--- src/core/dfsm_map.vh ---
/*
  Register offsets, field positions, reset values and timing figures of the
  drive fault and status manager. Definitions only; no logic.
  Assumes a 250 MHz system clock and APB byte addressing.
*/
`ifndef DFSM_MAP_VH
`define DFSM_MAP_VH
// ------------------------------------------------------------
// clock and timing
// ------------------------------------------------------------
`define DFSM_CLK_HZ 250000000
`define DFSM_OVT_DELAY_S 5
`define DFSM_OVT_CYCLES (`DFSM_OVT_DELAY_S * `DFSM_CLK_HZ)
`define DFSM_TICK_US 1000
`define DFSM_TICK_CYCLES (`DFSM_TICK_US * (`DFSM_CLK_HZ / 1000000))
`define DFSM_SLOW_BIT 26
`define DFSM_FAST_BIT 24
`define DFSM_BLINK_BIT 25
`define DFSM_LOG_DEPTH 10
// ------------------------------------------------------------
// register byte offsets
// ------------------------------------------------------------
`define DFSM_CTRL_OFS 8'h00
`define DFSM_BUS_OFS 8'h04
`define DFSM_RESET_OFS 8'h08
`define DFSM_STATUS_OFS 8'h0c
`define DFSM_LZMIN_OFS 8'h10
`define DFSM_LOGSEL_OFS 8'h14
`define DFSM_LOGTIME_OFS 8'h18
`define DFSM_LOGCODE_OFS 8'h1c
`define DFSM_LOGMEAS_OFS 8'h20
`define DFSM_TRIPCODE_OFS 8'h24
// ------------------------------------------------------------
// fields and reset values
// ------------------------------------------------------------
`define DFSM_CTRL_AUTO 0
`define DFSM_CTRL_MOTALM 1
`define DFSM_CTRL_3PH 2
`define DFSM_CTRL_BUSOPT 3
`define DFSM_CTRL_STLAMP 4
`define DFSM_CTRL_RST 5'h00
`define DFSM_BUS_FAULTY 2'h0
`define DFSM_BUS_OK 2'h1
`define DFSM_BUS_LOCAL 2'h2
`define DFSM_BUS_SILENT 2'h3
`define DFSM_LZMIN_RST 12'h000
`endif
--- src/core/dfsm_core.v ---
/*
  Drive fault and status manager: fault classes, trip latch, lamps, fault log, APB.
  Assumes async pins; fault code, measurements and analog level on the same clock.
*/
`include "dfsm_map.vh"
`default_nettype none
module dfsm_core #(
  parameter [31:0] OVT_CYCLES = `DFSM_OVT_CYCLES,
  parameter [31:0] TICK_CYCLES = `DFSM_TICK_CYCLES,
  parameter SLOW_BIT = `DFSM_SLOW_BIT,
  parameter FAST_BIT = `DFSM_FAST_BIT,
  parameter BLINK_BIT = `DFSM_BLINK_BIT
) (
  input wire mclk,
  input wire rstn,
  input wire psel,
  input wire penable,
  input wire pwrite,
  input wire [7:0] paddr,
  input wire [31:0] pwdata,
  output reg [31:0] prdata,
  output wire pready,
  output wire pslverr,
  input wire reset_key_pin,
  input wire reset_din_pin,
  input wire line_power_pin,
  input wire aux_supply_pin,
  input wire dc_link_high_warning,
  input wire dc_link_low_warning,
  input wire phase_loss_pin,
  input wire ext_fault,
  input wire [7:0] ext_code,
  input wire [15:0] ext_meas,
  input wire [15:0] dc_link_voltage,
  input wire [11:0] ain_level,
  output reg motor_coast,
  output reg lamp_status,
  output reg lamp_bus,
  output reg lamp_alarm,
  output reg lamp_warning,
  output reg lamp_power
);
  // ------------------------------------------------------------
  // pin synchronisers
  // ------------------------------------------------------------
  localparam NPIN = 7;
  wire [NPIN-1:0] pin_raw;
  reg [NPIN-1:0] pin_s1, pin_s2, pin_s3, pin_f, pin_d;
  assign pin_raw = {phase_loss_pin, dc_link_low_warning, dc_link_high_warning,
                    aux_supply_pin, line_power_pin, reset_din_pin, reset_key_pin};
  genvar gi;
  // three flops per pin; the filtered level moves only when the last two agree
  generate
    for (gi = 0; gi < NPIN; gi = gi + 1)
    begin : g_sync
      always @(posedge mclk)
      begin
        if (!rstn)
        begin
          pin_s1[gi] <= 1'b0;
          pin_s2[gi] <= 1'b0;
          pin_s3[gi] <= 1'b0;
          pin_f[gi] <= 1'b0;
          pin_d[gi] <= 1'b0;
        end
        else
        begin
          pin_s1[gi] <= pin_raw[gi];
          pin_s2[gi] <= pin_s1[gi];
          pin_s3[gi] <= pin_s2[gi];
          if (pin_s2[gi] == pin_s3[gi])
            pin_f[gi] <= pin_s3[gi];
          pin_d[gi] <= pin_f[gi];
        end
      end
    end
  endgenerate
  wire key_rise = pin_f[0] & ~pin_d[0];
  wire din_rise = pin_f[1] & ~pin_d[1];
  wire line_rise = pin_f[2] & ~pin_d[2];
  wire dclh = pin_f[4];
  wire dclh_rise = pin_f[4] & ~pin_d[4];
  wire dcll = pin_f[5];
  wire dcll_rise = pin_f[5] & ~pin_d[5];
  // ------------------------------------------------------------
  // registers and APB decode
  // ------------------------------------------------------------
  reg [4:0] ctrl;
  reg [1:0] bus_state;
  reg [11:0] lz_min;
  reg [3:0] log_sel;
  reg [7:0] trip_code;
  reg serial_reset;
  wire wr_acc = psel & penable & pwrite;
  wire rd_setup = psel & ~penable & ~pwrite;
  // word-aligned offsets up to the last register are mapped
  wire addr_ok = (paddr[1:0] == 2'b00) && (paddr <= `DFSM_TRIPCODE_OFS);
  // fixed zero-wait slave; unmapped offsets answer with an error
  assign pready = 1'b1;
  assign pslverr = psel & penable & ~addr_ok;
  // software writes; the reset command is a one-cycle pulse
  always @(posedge mclk)
  begin
    if (!rstn)
    begin
      ctrl <= `DFSM_CTRL_RST;
      bus_state <= `DFSM_BUS_FAULTY;
      lz_min <= `DFSM_LZMIN_RST;
      log_sel <= 4'h0;
      serial_reset <= 1'b0;
    end
    else
    begin
      serial_reset <= wr_acc & (paddr == `DFSM_RESET_OFS) & pwdata[0];
      if (wr_acc && paddr == `DFSM_CTRL_OFS)
        ctrl <= pwdata[4:0];
      if (wr_acc && paddr == `DFSM_BUS_OFS)
        bus_state <= pwdata[1:0];
      if (wr_acc && paddr == `DFSM_LZMIN_OFS)
        lz_min <= pwdata[11:0];
      if (wr_acc && paddr == `DFSM_LOGSEL_OFS)
        log_sel <= (pwdata[3:0] > 4'd9) ? 4'd9 : pwdata[3:0];
    end
  end
  // ------------------------------------------------------------
  // fault classification
  // ------------------------------------------------------------
  // returns {alarm, lock, warning} for a code; unknown codes do nothing
  function [2:0] classify;
    input [7:0] code;
    input motor_alarm;
    begin
      case (code)
        8'd5, 8'd6, 8'd33, 8'd99: classify = 3'b001;
        8'd2, 8'd4, 8'd7, 8'd8, 8'd13: classify = 3'b111;
        8'd14, 8'd15, 8'd16, 8'd35: classify = 3'b110;
        8'd50, 8'd51, 8'd54, 8'd55, 8'd56: classify = 3'b100;
        8'd9, 8'd12, 8'd17, 8'd18, 8'd34, 8'd36: classify = 3'b101;
        8'd10, 8'd11: classify = {motor_alarm, 2'b01};
        default:
          if (code >= 8'd37 && code <= 8'd45)
            classify = 3'b110;
          else
            classify = 3'b000;
      endcase
    end
  endfunction
  wire [2:0] ext_cls = classify(ext_code, ctrl[`DFSM_CTRL_MOTALM]);
  reg ext_d, lz_d, ph_d;
  wire ext_rise = ext_fault & ~ext_d;
  wire ext_cause = ext_fault & ext_cls[2];
  wire ext_warn = ext_fault & ext_cls[0];
  // live zero: level below half of minimum scaling
  wire live_zero = ({1'b0, ain_level} < {2'b00, lz_min[11:1]});
  wire lz_rise = live_zero & ~lz_d;
  wire phase_on = pin_f[6] & ctrl[`DFSM_CTRL_3PH];
  wire ph_rise = phase_on & ~ph_d;
  // ------------------------------------------------------------
  // overvoltage delay
  // ------------------------------------------------------------
  reg [31:0] ovt_cnt;
  reg ovt_fire;
  // counting only while high; the motor is not touched before it expires
  always @(posedge mclk)
  begin
    if (!rstn)
    begin
      ovt_cnt <= 32'h0000_0000;
      ovt_fire <= 1'b0;
    end
    else
    begin
      ovt_fire <= dclh & (ovt_cnt == OVT_CYCLES - 32'd1);
      if (!dclh)
        ovt_cnt <= 32'h0000_0000;
      else if (ovt_cnt != OVT_CYCLES)
        ovt_cnt <= ovt_cnt + 32'd1;
    end
  end
  wire ovt_cause = dclh & (ovt_cnt == OVT_CYCLES);
  // ------------------------------------------------------------
  // event selection, one per cycle in fixed priority
  // ------------------------------------------------------------
  reg evt, evt_trip, evt_lock;
  reg [7:0] evt_code;
  reg [15:0] evt_meas;
  always @*
  begin
    evt = 1'b1;
    evt_trip = 1'b1;
    evt_lock = 1'b1;
    evt_meas = dc_link_voltage;
    if (ovt_fire)
      evt_code = 8'd7;
    else if (ph_rise)
      evt_code = 8'd4;
    else if (lz_rise)
    begin
      evt_code = 8'd2;
      evt_meas = {4'h0, ain_level};
    end
    else if (ext_rise && (ext_cls != 3'b000))
    begin
      evt_code = ext_code;
      evt_meas = ext_meas;
      evt_trip = ext_cls[2];
      evt_lock = ext_cls[1];
    end
    else
    begin
      evt_trip = 1'b0;
      evt_lock = 1'b0;
      evt = dclh_rise | dcll_rise;
      evt_code = dclh_rise ? 8'd5 : 8'd6;
    end
  end
  // ------------------------------------------------------------
  // trip latch and reset sources
  // ------------------------------------------------------------
  reg alarm, locked, power_cycled;
  wire cause = ext_cause | ovt_cause | live_zero | phase_on;
  wire auto_rst = ctrl[`DFSM_CTRL_AUTO] & alarm & ~locked;
  wire rst_req = key_rise | din_rise | serial_reset | auto_rst;
  wire rst_ok = ~cause & (~locked | power_cycled);
  // a new trip in the reset cycle wins over the reset
  always @(posedge mclk)
  begin
    if (!rstn)
    begin
      alarm <= 1'b0;
      locked <= 1'b0;
      power_cycled <= 1'b0;
      trip_code <= 8'h00;
      ext_d <= 1'b0;
      lz_d <= 1'b0;
      ph_d <= 1'b0;
    end
    else
    begin
      ext_d <= ext_fault;
      lz_d <= live_zero;
      ph_d <= phase_on;
      if (evt && evt_trip)
      begin
        alarm <= 1'b1;
        locked <= locked | evt_lock;
        trip_code <= evt_code;
      end
      else if (rst_req && rst_ok && alarm)
      begin
        alarm <= 1'b0;
        locked <= 1'b0;
      end
      if (evt && evt_lock)
        power_cycled <= 1'b0;
      else if (locked && line_rise)
        power_cycled <= 1'b1;
      else if (!locked)
        power_cycled <= 1'b0;
    end
  end
  // ------------------------------------------------------------
  // fault log and time stamp
  // ------------------------------------------------------------
  localparam DEPTH = `DFSM_LOG_DEPTH;
  reg [31:0] tick_cnt, time_stamp;
  reg [31:0] log_time [0:DEPTH-1];
  reg [7:0] log_code [0:DEPTH-1];
  reg [15:0] log_meas [0:DEPTH-1];
  reg [3:0] wptr, log_count;
  // internal clock in ticks of one millisecond
  always @(posedge mclk)
  begin
    if (!rstn)
    begin
      tick_cnt <= 32'h0000_0000;
      time_stamp <= 32'h0000_0000;
    end
    else if (tick_cnt == TICK_CYCLES - 32'd1)
    begin
      tick_cnt <= 32'h0000_0000;
      time_stamp <= time_stamp + 32'd1;
    end
    else
      tick_cnt <= tick_cnt + 32'd1;
  end
  // circular store; the newest entry overwrites the oldest
  always @(posedge mclk)
  begin
    if (!rstn)
    begin
      wptr <= 4'h0;
      log_count <= 4'h0;
    end
    else if (evt)
    begin
      log_time[wptr] <= time_stamp;
      log_code[wptr] <= evt_code;
      log_meas[wptr] <= evt_meas;
      wptr <= (wptr == DEPTH - 1) ? 4'h0 : wptr + 4'd1;
      if (log_count != DEPTH)
        log_count <= log_count + 4'd1;
    end
  end
  // selection 0 is the newest entry
  wire [4:0] rd_sum = {1'b0, wptr} + 5'd9 - {1'b0, log_sel};
  wire [3:0] rd_idx = (rd_sum >= 5'd10) ? rd_sum[3:0] - 4'd10 : rd_sum[3:0];
  wire sel_valid = (log_sel < log_count);
  // ------------------------------------------------------------
  // lamps
  // ------------------------------------------------------------
  reg [31:0] flash_cnt;
  wire slow = flash_cnt[SLOW_BIT];
  wire fast = flash_cnt[FAST_BIT];
  wire blink = flash_cnt[BLINK_BIT];
  wire warn_now = ext_warn | dclh | dcll | (alarm & cause) | locked;
  always @(posedge mclk)
  begin
    if (!rstn)
      flash_cnt <= 32'h0000_0000;
    else
      flash_cnt <= flash_cnt + 32'd1;
  end
  // all lamps registered so they never glitch
  always @(posedge mclk)
  begin
    if (!rstn)
    begin
      lamp_status <= 1'b0;
      lamp_bus <= 1'b0;
      lamp_alarm <= 1'b0;
      lamp_warning <= 1'b0;
      lamp_power <= 1'b0;
      motor_coast <= 1'b0;
    end
    else
    begin
      lamp_status <= ctrl[`DFSM_CTRL_STLAMP];
      lamp_alarm <= alarm & blink;
      lamp_warning <= warn_now & blink;
      lamp_power <= pin_f[2] | pin_f[3];
      motor_coast <= alarm;
      if (!ctrl[`DFSM_CTRL_BUSOPT])
        lamp_bus <= 1'b0;
      else
        case (bus_state)
          `DFSM_BUS_OK: lamp_bus <= 1'b1;
          `DFSM_BUS_LOCAL: lamp_bus <= slow;
          `DFSM_BUS_SILENT: lamp_bus <= fast;
          default: lamp_bus <= 1'b0;
        endcase
    end
  end
  // ------------------------------------------------------------
  // read data, captured in the setup cycle
  // ------------------------------------------------------------
  always @(posedge mclk)
  begin
    if (!rstn)
      prdata <= 32'h0000_0000;
    else if (rd_setup)
      case (paddr)
        `DFSM_CTRL_OFS: prdata <= {27'h0, ctrl};
        `DFSM_BUS_OFS: prdata <= {30'h0, bus_state};
        `DFSM_STATUS_OFS: prdata <= {20'h0, log_count, power_cycled, cause,
                                      warn_now, locked, alarm, 3'h0};
        `DFSM_LZMIN_OFS: prdata <= {20'h0, lz_min};
        `DFSM_LOGSEL_OFS: prdata <= {28'h0, log_sel};
        `DFSM_LOGTIME_OFS: prdata <= sel_valid ? log_time[rd_idx] : 32'h0000_0000;
        `DFSM_LOGCODE_OFS: prdata <= sel_valid ? {24'h0, log_code[rd_idx]} : 32'h0000_0000;
        `DFSM_LOGMEAS_OFS: prdata <= sel_valid ? {16'h0, log_meas[rd_idx]} : 32'h0000_0000;
        `DFSM_TRIPCODE_OFS: prdata <= {24'h0, trip_code};
        default: prdata <= 32'h0000_0000;
      endcase
  end
endmodule
`default_nettype wire

--- config.mk ---
export PLATFORM = sky130hd
export DESIGN_NAME = dfsm_core
export DESIGN_NICKNAME = d
export VERILOG_FILES = /design/src/core/dfsm_core.v
export VERILOG_INCLUDE_DIRS = /design/src /design/src/core
export SDC_FILE = /design/constraint.sdc
export NUM_CORES = 1
export LEC_CHECK = 0
export CAP_MARGIN = 20
export CORE_MARGIN = 2
export CORE_UTILIZATION = 55
export CTS_BUF_LIST = sky130_fd_sc_hd__clkbuf_4 sky130_fd_sc_hd__clkbuf_8
export DETAILED_ROUTE_END_ITERATION = 10
export DONT_BUFFER_PORTS = 1
export GPL_ROUTABILITY_DRIVEN = 0
export PLACE_DENSITY_LB_ADDON = 0.12
export RECOVER_POWER = 100
export SETUP_SLACK_MARGIN = 0.4
export SLEW_MARGIN = 40
export SYNTH_ARGS = -nofsm -noshare
export SYNTH_HDL_FRONTEND = slang
export SYNTH_SLANG_ARGS = --single-unit
--- constraint.sdc ---
create_clock -name mclk -period 12 [get_ports mclk]
set_clock_uncertainty 0.05 [all_clocks]
set_input_delay 1.8 -clock mclk [delete_from_list [all_inputs] [get_ports mclk]]
set_output_delay 1.8 -clock mclk [all_outputs]
set_load 0.005 [all_outputs]
==> results of run 1 <==
==> through the flow <==
| step | std cells | total power [µW] | util (%) | area [µm²] |
|---|---|---|---|---|
| after floorplan | 2408 | 3338 | - | 32990 |
| after global placement | 3093 | 3431 | 57.03 | 33720 |
| after detailed placement | 3095 | 3443 | 57.28 | 33870 |
| after CTS | 3333 | 5920 | 62.04 | 36690 |
| after global routing | 3335 | 6082 | 61.71 | 36490 |
| final | 3335 | 5874 | 61.71 | 36490 |
==> cell families after synthesis <==
group / after synthesis / synth area share, %
XOR/XNOR: 100 / 2.680
AND/OR/NAND/NOR: 741 / 11.11
AO/OA/AOI/OAI: 390 / 8.144
multiplexers: 173 / 9.081
other: 2 / 0.02279
flip-flops: 801 / 65.66
buffers and inverters: 163 / 2.172
adder cells (fa/ha/maj): 29 / 1.124
==> report_power, final <==
group | switching, µW | internal [µW] | total, µW
Sequential | 7.95 | 2960 | 2970
Clock | 1070 | 1410 | 2490
Combinational | 246 | 170 | 416
==> cells in the mapped netlist (all sizes together) (7+ instances only) <==
cell type / n / share of area [%]
edfxtp: 560 / 51
dfxtp: 241 / 15
nand2: 205 / 2.3
nor2: 191 / 2.2
mux4: 100 / 6.8
a21oi: 94 / 1.5
o21ai: 75 / 1.1
clkbuf: 74 / 0.85
nand3: 71 / 1.1
xor2: 69 / 1.8
mux2i: 68 / 2.1
buf: 44 / 0.81
and2: 43 / 0.82
inv: 43 / 0.49
and3: 38 / 0.72
a22oi: 36 / 0.82
nand4: 36 / 0.68
or3: 36 / 0.68
nor3: 35 / 0.55
xnor2: 31 / 0.85
ha: 28 / 1.1
a221oi: 24 / 0.68
and4: 19 / 0.50
o221ai: 17 / 0.45
a211oi: 16 / 0.39
o211ai: 16 / 0.36
a22o: 13 / 0.35
a31oi: 13 / 0.25
o22ai: 13 / 0.25
nand2b: 11 / 0.21
nor2b: 9 / 0.17
nor4: 9 / 0.17
nand3b: 7 / 0.16
==> worst max path at each step <==
| stage | start | endpoint | slack, ns |
|---|---|---|---|
| 5_1_grt | ext_code[5] | log_code[4][7]$_DFFE_PP_ | 3.41 |
| 6_report | ext_code[6] | log_time[4][29]$_DFFE_PP_ | 3.68 |
| 3_5_place_dp | wptr[1]$_SDFFE_PN0P_ | prdata[9]$_SDFFE_PN0P_ | 5.40 |
| 4_1_cts | wptr[1]$_SDFFE_PN0P_ | prdata[9]$_SDFFE_PN0P_ | 5.40 |
| 2_1_floorplan | ain_level[2] | log_code[4][0]$_DFFE_PP_ | 3.87 |
| 3_3_place_gp | wptr[1]$_SDFFE_PN0P_ | prdata[9]$_SDFFE_PN0P_ | 5.58 |
==> layer usage <==
layer	vias to the layer above	share of wire [%]	GRT usage (%)	wire (µm)
met4	0	2.4	9.177	1886
met2	783	49	41.97	38150
li1	9322	-	-	-
met3	130	7.8	5.611	6061
met1	10340	41	33.50	32030
met5	-	0	0	0
==> state kept, by name, summed over array words and instances (netlist names), 2 cells and up <==
name	cells
log_count	4
tick_cnt	32
lz_min	12
bus_state	2
log_time	320
pin_f	5
trip_code	8
wptr	4
ctrl	5
flash_cnt	27
prdata	32
time_stamp	32
log_code	80
pin_d	5
pin_s3	7
pin_s1	7
ovt_cnt	32
pin_s2	7
log_sel	4
log_meas	160
==> area by class of cell <==
type / instances / share of cell area [%]
sequential: 801 / 59.30
clock inverter: 35 / 0.6583
clock buffer: 203 / 7.056
multi-input combinational: 1444 / 29.32
antenna: 1 / 0.006858
timing repair buffer: 33 / 0.5383
tap: 773 / 2.650
inverter: 45 / 0.4663
==> worst max-delay path: stages <==
cell	delay (ns)
sky130_fd_sc_hd__or3_1	0.43
sky130_fd_sc_hd__o32ai_1	0.40
sky130_fd_sc_hd__a21oi_1	0.13
sky130_fd_sc_hd__a31oi_1	0.18
sky130_fd_sc_hd__clkbuf_1	0.55
sky130_fd_sc_hd__nor2_1	0.21
sky130_fd_sc_hd__or3_1	0.46
sky130_fd_sc_hd__nor3_1	1.58
sky130_fd_sc_hd__clkbuf_1	2.77
==> results.cfg, run 1 <==
[run_status]
outcome = complete, but fails checks
failed_checks = capacitance limit, slew limit

[critical_path]
critPathLaunchType = input port
r2r_slack_ns = 4.43
worst_setup_path_end_kind = flop
worstPathRequired_ns = 12.23
reg2regPathDepth = 13
rr_endpoint = prdata[12]$_SDFFE_PN0P_
critical_path_arrival_ns = 8.54
worstSetupPathType = input port to flop
crit_fanout = 47
rr_startpoint = wptr[1]$_SDFFE_PN0P_

[timing]
timing_max_transition_violations_final = 629
finalSetupTns_ns = 0
rsz0062_at_grt = false
final_min_period_over_clock_period_pct = 69.30
hold_slack_ns = 0.3793
max-slew-margin-rel_pct = -213.8
worst_pin_slew_ns = 4.706
final_critical_path_setup_slack_ns = 3.684
report.final.setup_viol = 0
shortest_period_the_worst_path_allows_ns = 8.316
timing_hold_violations_final = 0
fmaxAchievable_ghz = 0.1202

[detailed_routing]
wl_per_cell_um = 23.43
number_of_drc_violations_after_detailed_routing_iteration_0 = 1644
final_antenna_net_count = 0
avgViaCountPerCell = 6.169
route.final.wire_length_um = 78130
drc = 0
detailroute.via_count = 20570
detail_route.first_pass.iterations = 7

[power_and_ir_drop]
p_leak_uw = 0.01210
vdd.ir_drop.worst_mv = 0.1160
pwr_density_mw_per_mm2 = 161.0

[synthesis]
mappedNetlistArea_mm2 = 0.03296
postSynth.asyncResetShare_pct = 0
synth_cells = 2399
syn-mean-instance-area_um2 = 13.74
synth_enable_flop_cells = 560
synthesis.yosys.warnings = 0
dominantRegCellSynth = sky130_fd_sc_hd__edfxtp_1
synth.lib_cells_used.distinct = 86
postSynthRegisterBits = 801
synth_seq_area_share_pct = 65.66

[floorplan]
die_x_um = 248.8
core-area_mm2 = 0.05913
initial_utilization_pct = 55.74
io-pin-count = 145
die_h_um = 248.8
die_area_mm2 = 0.06189
fp-row-count = 89

[clock_tree]
post_cts.repair.setup_buffers = 0
cts_num_sinks = 801
ctsResizeCount = 0
cts.path.max_buffers = 3
clk_pin_slew_worst_paths_ns = 0.05
insertion_delay_ns = 0.78
ctsHtreeMaxLevel = 4
holdBufCountCts = 0
tritoncts = built
clockRootBuffer = sky130_fd_sc_hd__clkbuf_8
cts_made_buffers = 133

[global_route]
grt_antenna_before_repair = 1
first_global_vias = 20540
grt_first_pass_wirelength_um = 120100
gr-total-overflow = 0
grt.total_usage_pct = 25.48
pin_count_of_the_biggest_net_entering_global_routing = 57

[finish]
final_common_cell = sky130_fd_sc_hd__edfxtp_1
finalNetCount = 2592
area_added_between_synthesis_and_finish_pct = 10.72
multi_input_comb_area_mm2 = 0.01070
layout-drive-gt1-share_pct = 14.60
most_used_cells_in_the_layout_excluding_fill_and_tap_cells = 560 x sky130_fd_sc_hd__edfxtp_1, 241 x sky130_fd_sc_hd__dfxtp_1, 204 x sky130_fd_sc_hd__nand2_1
regArea_mm2 = 0.02164
fillers = 4470

[placed_design]
dpl.hpwl_um = 46430
port-buffer-count = 0
pre_cts_slack_ns = 5.401

[job]
max-cap-violations = 15

[worst_hold_path]
hold_path.class = flop to flop
hp-start = pin_s1[4]$_SDFF_PN0_
hold_crit_depth = 1
worstHoldEndpoint = pin_s2[4]$_SDFF_PN0_
Note: power is estimated with default switching activity, not from simulation.
==> run 2: changes to the inputs <==
clock period = 7.7 ns   (was 12 ns; I/O delays follow)
==> results.cfg, run 2 (synthesis gave the netlist of run 1 again) <==
[detailed_routing]
avgViaCountPerCell = 6.174
detail_route.first_pass.iterations = 5
detailroute.via_count = 20640
wl_per_cell_um = 23.55
routed-wl-met2_um = 38780
route.met3.wl_um = 6064
drc = 0
routed.top_layer = met4
number_of_drc_violations_after_detailed_routing_iteration_0 = 1659
route.final.wire_length_um = 78700
final_antenna_net_count = 0
wl_met1_um = 31380

[power_and_ir_drop]
vdd.ir_drop.worst_mv = 0.1678
net-switching-power_uw = 2070
seqPwrFrac_pct = 50.9
p_leak_uw = 0.01219
cell_internal_pwr_uw = 7027
pwr-share-comb_pct = 7.1
p_sw_share_pct = 22.76
power.share.clock_pct = 42.0
pwr_density_mw_per_mm2 = 249.0

[clock_tree]
clk_pin_slew_worst_paths_ns = 0.06
clockRootBuffer = sky130_fd_sc_hd__clkbuf_8
ctsResizeCount = 0
post_cts.repair.setup_buffers = 0
insertion_delay_ns = 0.77
holdBufCountCts = 0
ctsHtreeMaxLevel = 4
cts.path.max_buffers = 3
cts_num_sinks = 801
cts_made_buffers = 131
tritoncts = built

[floorplan]
initial_utilization_pct = 55.74
die_area_mm2 = 0.06189
die_h_um = 248.8
core-area_mm2 = 0.05913
io-pin-count = 145
fp-row-count = 89
die_x_um = 248.8

[critical_path]
worstPathRequired_ns = 8.01
crit_fanout = 35
worst_setup_path_end_kind = flop
critical_path_arrival_ns = 6.79
critPathLaunchType = input port
worstSetupPathType = input port to flop

[timing]
fmaxAchievable_ghz = 0.1543
worst_pin_slew_ns = 4.520
timing_hold_violations_final = 0
rsz0062_at_grt = false
max-slew-margin-rel_pct = -201.4
report.final.setup_viol = 0
final_min_period_over_clock_period_pct = 84.16
timing_max_transition_violations_final = 579
finalSetupTns_ns = 0
shortest_period_the_worst_path_allows_ns = 6.480

[finish]
most_used_cells_in_the_layout_excluding_fill_and_tap_cells = 560 x sky130_fd_sc_hd__edfxtp_1, 241 x sky130_fd_sc_hd__dfxtp_1, 205 x sky130_fd_sc_hd__nand2_1
largestRegisters = log_time x320, log_meas x160, log_code x80
finalNetCount = 2593
area_added_between_synthesis_and_finish_pct = 10.83
final_common_cell = sky130_fd_sc_hd__edfxtp_1
largest_register_ffs = 320
largest-register = log_time
finish.cell_count_without_fillers = 3342
layout-drive-gt1-share_pct = 15.34
final_cell_area_mm2 = 0.03653

[worst_hold_path]
hold_path.class = flop to flop

[global_route]
pin_count_of_the_biggest_net_entering_global_routing = 91
grt.total_usage_pct = 25.45
grt_antenna_before_repair = 2
gr-total-overflow = 0
first_global_vias = 20550
grt_first_pass_wirelength_um = 119400

[placed_design]
dpl.hpwl_um = 47380
port-buffer-count = 0
placedInstanceArea_mm2 = 0.03385
numPlacedInstances = 3098

[run_status]
failed_checks = capacitance limit, slew limit
outcome = complete, but fails checks

[job]
max-cap-violations = 13
[run 2: cell count changes in the layout (fill, tap and decap cells not counted), sizes merged]
cell,previous run,this run
clkinvlp,7,5
clkinv,25,24
buf,15,20
dlygate4sd2,0,1
bufinv,2,1
inv,46,50
clkbuf,221,222
[run 2: cell type report]
| type | count | area (µm²) |
|---|---|---|
| sequential | 801 | 21640 |
| antenna | 1 | 2.502 |
| clock buffer | 207 | 2561 |
| fill | 4451 | 22600 |
| tap | 773 | 967.2 |
| clock inverter | 35 | 217.7 |
| inverter | 45 | 170.2 |
| timing repair buffer | 36 | 237.7 |
| multi-input combinational | 1444 | 10730 |
[run 2: final timing paths]
kind / cells after the start / slack, ns / to / startpoint
setup / recovery: 10 / 1.22 / log_time[5][18]$_DFFE_PP_ / ext_code[6]
hold / removal: 1 / 0.38 / pin_s2[5]$_SDFF_PN0_ / pin_s1[5]$_SDFF_PN0_
setup reg to reg: 15 / 1.24 / prdata[8]$_SDFFE_PN0P_ / wptr[1]$_SDFFE_PN0P_
hold reg to reg: 1 / 0.38 / pin_s2[5]$_SDFF_PN0_ / pin_s1[5]$_SDFF_PN0_
[run 2: per-layer routing]
layer	vias to the layer above	global-route usage, %
li1	9321	-
met1	10330	32.25
met2	816	42.36
met3	169	5.486
met4	0	11.29
met5	-	0
[run 2: stage by stage]
step / worst slack [ns] / utilization (%) / hold WS (ns) / power [µW]
4_1_cts: 1.910 / 61.94 / 0.3796 / 9182
3_5_place_dp: 1.887 / 57.24 / 0.3669 / 5364
3_3_place_gp: 2.073 / 57.13 / 0.3713 / 5352
5_1_grt: 0.8868 / 61.77 / 0.3894 / 9401
2_1_floorplan: 0.2158 / - / 0.3619 / 5202
6_report: 1.220 / 61.77 / 0.3798 / 9097
[run 2: critical path, cell delays in order]
cell	delay [ns]
sky130_fd_sc_hd__or3_1	0.43
sky130_fd_sc_hd__o32ai_1	0.42
sky130_fd_sc_hd__a21oi_1	0.13
sky130_fd_sc_hd__a31oi_1	0.18
sky130_fd_sc_hd__clkbuf_1	0.64
sky130_fd_sc_hd__o21ai_0	0.53
sky130_fd_sc_hd__nand2b_1	0.44
sky130_fd_sc_hd__nor3_4	0.16
sky130_fd_sc_hd__clkbuf_1	1.50
sky130_fd_sc_hd__clkbuf_2	1.18
[run 2: power by group through the flow]
stage	sequential [µW]	combinational [µW]	clock, µW
after floorplan	4720	486	0
after global placement	4720	633	0
after detailed placement	4720	644	0
after CTS	4630	648	3900
after global routing	4630	692	4080
final	4630	642	3820
==> run 3: changes to the inputs <==
ABC_AREA = 1   (was default)
clock period = 6.75 ns   (was 7.7 ns; I/O delays follow)
==> results.cfg, run 3 <==
[timing]
shortest_period_the_worst_path_allows_ns = 5.514
final_min_period_over_clock_period_pct = 81.69
max-slew-margin-rel_pct = -187.7
timing_hold_violations_final = 0
final_critical_path_setup_slack_ns = 1.236
finalSetupTns_ns = 0
timing_max_transition_violations_final = 343
report.final.setup_viol = 0
worst_pin_slew_ns = 4.316
fmaxAchievable_ghz = 0.1814
rsz0062_at_grt = false

[synthesis]
synth_seq_area_share_pct = 62.65
synth_enable_flop_cells = 560
synth_top_area_cell = sky130_fd_sc_hd__edfxtp_1
ys_top_cells_by_count = 593 x sky130_fd_sc_hd__nor2_1, 560 x sky130_fd_sc_hd__edfxtp_1, 528 x sky130_fd_sc_hd__nand2_1
synth.top_cell.area_share_pct = 48.68
dominantRegCellSynth = sky130_fd_sc_hd__edfxtp_1
most_frequent_cell_after_synthesis = sky130_fd_sc_hd__nor2_1
synthesis.yosys.warnings = 0
synth.lib_cells_used.distinct = 64
mappedNetlistArea_mm2 = 0.03454
postSynth.asyncResetShare_pct = 0
synthTopCellsByArea = sky130_fd_sc_hd__edfxtp_1 49%, sky130_fd_sc_hd__dfxtp_1 14%, sky130_fd_sc_hd__nor2_1 6.4%
postSynthRegisterBits = 801
syn-mean-instance-area_um2 = 9.955
synth_cells = 3470

[worst_hold_path]
hp-start = aux_supply_pin
worstHoldEndpoint = pin_s1[3]$_SDFF_PN0_
hold_path.class = input port to flop
hold_crit_depth = 2

[critical_path]
reg2regPathDepth = 21
crit_fanout = 41
worstSetupPathType = input port to flop
worst_setup_path_end_kind = flop
rr_startpoint = wptr[1]$_SDFFE_PN0P_
r2r_slack_ns = 1.36
rr_endpoint = prdata[8]$_SDFFE_PN0P_
critPathLaunchType = input port
critical_path_arrival_ns = 5.91
worstPathRequired_ns = 7.14

[clock_tree]
tritoncts = built
ctsHtreeMaxLevel = 4
insertion_delay_ns = 0.79
ctsResizeCount = 0
clockRootBuffer = sky130_fd_sc_hd__clkbuf_8
cts_num_sinks = 801
holdBufCountCts = 0
cts.path.max_buffers = 3
clk_pin_slew_worst_paths_ns = 0.06
cts_made_buffers = 132
post_cts.repair.setup_buffers = 0

[floorplan]
die_x_um = 254.6
die_h_um = 254.6
fp-row-count = 91
core-area_mm2 = 0.06194
die_area_mm2 = 0.06483
initial_utilization_pct = 55.77
io-pin-count = 145

[run_status]
outcome = complete, but fails checks
failed_checks = capacitance limit, slew limit

[job]
max-cap-violations = 9

[global_route]
grt.total_usage_pct = 28.25
grt_first_pass_wirelength_um = 138100
first_global_vias = 24800
gr-total-overflow = 0
pin_count_of_the_biggest_net_entering_global_routing = 97
grt_antenna_before_repair = 4

[placed_design]
dpl.hpwl_um = 53500
placedInstanceArea_mm2 = 0.03549
port-buffer-count = 0
pre_cts_slack_ns = 1.944
numPlacedInstances = 4216

[detailed_routing]
drc = 0
avgViaCountPerCell = 5.710
detail_route.first_pass.iterations = 9
routed.top_layer = met4
routed-wl-met2_um = 42890
detailroute.via_count = 25480
number_of_drc_violations_after_detailed_routing_iteration_0 = 2317
wl_met1_um = 37160
route.final.wire_length_um = 90040
route.met3.wl_um = 7911
final_antenna_net_count = 0
wl_per_cell_um = 20.18

[finish]
largest-register = log_time
finish.cell_count_without_fillers = 4462
final_cell_area_mm2 = 0.03806
final_common_cell = sky130_fd_sc_hd__nor2_1
largestRegisters = log_time x320, log_meas x160, log_code x80
area_added_between_synthesis_and_finish_pct = 10.17
layout-drive-gt1-share_pct = 8.614
finalNetCount = 3648
most_used_cells_in_the_layout_excluding_fill_and_tap_cells = 596 x sky130_fd_sc_hd__nor2_1, 560 x sky130_fd_sc_hd__edfxtp_1, 536 x sky130_fd_sc_hd__nand2_1
largest_register_ffs = 320

[power_and_ir_drop]
p_total_uw = 10880
pwr_density_mw_per_mm2 = 286.0
vdd.ir_drop.worst_mv = 0.2002
p_leak_uw = 0.01424
run 3: changes by cell type in the layout (fill, tap and decap cells not counted), sizes merged, moves of 42 or more:
cell   previous run  this run
nor3             35        83
nor2            191       602
o21ai            75       284
mux4            100         0
nand3            71       211
nand2           205       541
inv              50       286
xor2             69        27
and2             43         1
a21oi            94       187
run 3: area by class of cell:
cell class	instances	area, µm²
Antenna cell	3	7.507
Clock buffer	199	2470
Clock inverter	43	306.5
Fill cell	5076	23880
Inverter	287	1085
Multi-Input combinational cell	2249	11130
Sequential cell	801	21640
Tap cell	837	1047
Timing Repair Buffer	43	369.1
run 3: cells by family (layout without fill, tap and decap cells):
| family | Yosys count | after routing | share of synthesized area, % |
|---|---|---|---|
| buffers and inverters | 429 | 572 | 5.129 |
| and+or+nand+nor | 1533 | 1533 | 19.10 |
| DFF | 801 | 801 | 62.65 |
| muxes | 76 | 76 | 2.202 |
| xor gates and xnor gates | 35 | 35 | 0.9092 |
| AOI/OAI and AO/OA | 565 | 565 | 8.921 |
| other | 2 | 14 | 0.02174 |
| adders and majority gates | 29 | 29 | 1.072 |
run 3: power breakdown:
group / switching, µW / internal [µW] / total, µW
combinational: 878 / 322 / 1200
clock: 1930 / 2460 / 4390
sequential: 15.3 / 5270 / 5290
total: 2820 / 8060 / 10900
run 3: stage by stage:
stage / hold slack (ns) / util, %
4_1_cts: 0.2174 / 61.78
3_5_place_dp: 0.3488 / 57.30
2_1_floorplan: 0.3405 / -
6_report: 0.2756 / 61.44
5_1_grt: 0.2368 / 61.43
3_3_place_gp: 0.3474 / 57.15
run 3: critical path, stage by stage:
cell,delay [ns]
sky130_fd_sc_hd__inv_1,0.08
sky130_fd_sc_hd__nand2_1,0.10
sky130_fd_sc_hd__nor2_1,0.24
sky130_fd_sc_hd__nand3_1,0.13
sky130_fd_sc_hd__nand3_1,0.13
sky130_fd_sc_hd__nor2_1,0.05
sky130_fd_sc_hd__nand3_1,0.11
sky130_fd_sc_hd__nor2_1,0.05
sky130_fd_sc_hd__nand2_1,0.05
sky130_fd_sc_hd__nand2_1,0.73
sky130_fd_sc_hd__nand3_1,0.75
sky130_fd_sc_hd__nand2_1,0.33
sky130_fd_sc_hd__inv_1,0.14
sky130_fd_sc_hd__nand2_1,0.15
sky130_fd_sc_hd__nor2_1,1.39
sky130_fd_sc_hd__buf_12,0.42
run 3: how the worst max path moves through the flow:
stage / start / to / slack, ns / cells after the start
5_1_grt: ext_code[6] / log_meas[4][5]$_DFFE_PP_ / 0.90 / 16
4_1_cts: wptr[1]$_SDFFE_PN0P_ / prdata[11]$_SDFFE_PN0P_ / 2.04 / 20
3_5_place_dp: ext_code[6] / log_time[4][18]$_DFFE_PP_ / 1.94 / 16
6_report: ext_code[6] / log_time[4][16]$_DFFE_PP_ / 1.24 / 16
2_1_floorplan: ain_level[10] / log_code[3][0]$_DFFE_PP_ / 0.79 / 11
3_3_place_gp: ext_code[6] / log_meas[6][5]$_DFFE_PP_ / 1.86 / 16
run 3: per-layer routing:
metal  vias to the layer above  global-route usage, %
met1                     12190                  37.42
met2                      1120                  46.47
met5                         -                      0
met3                       169                  6.032
li1                      11990                      -
met4                         0                  9.541
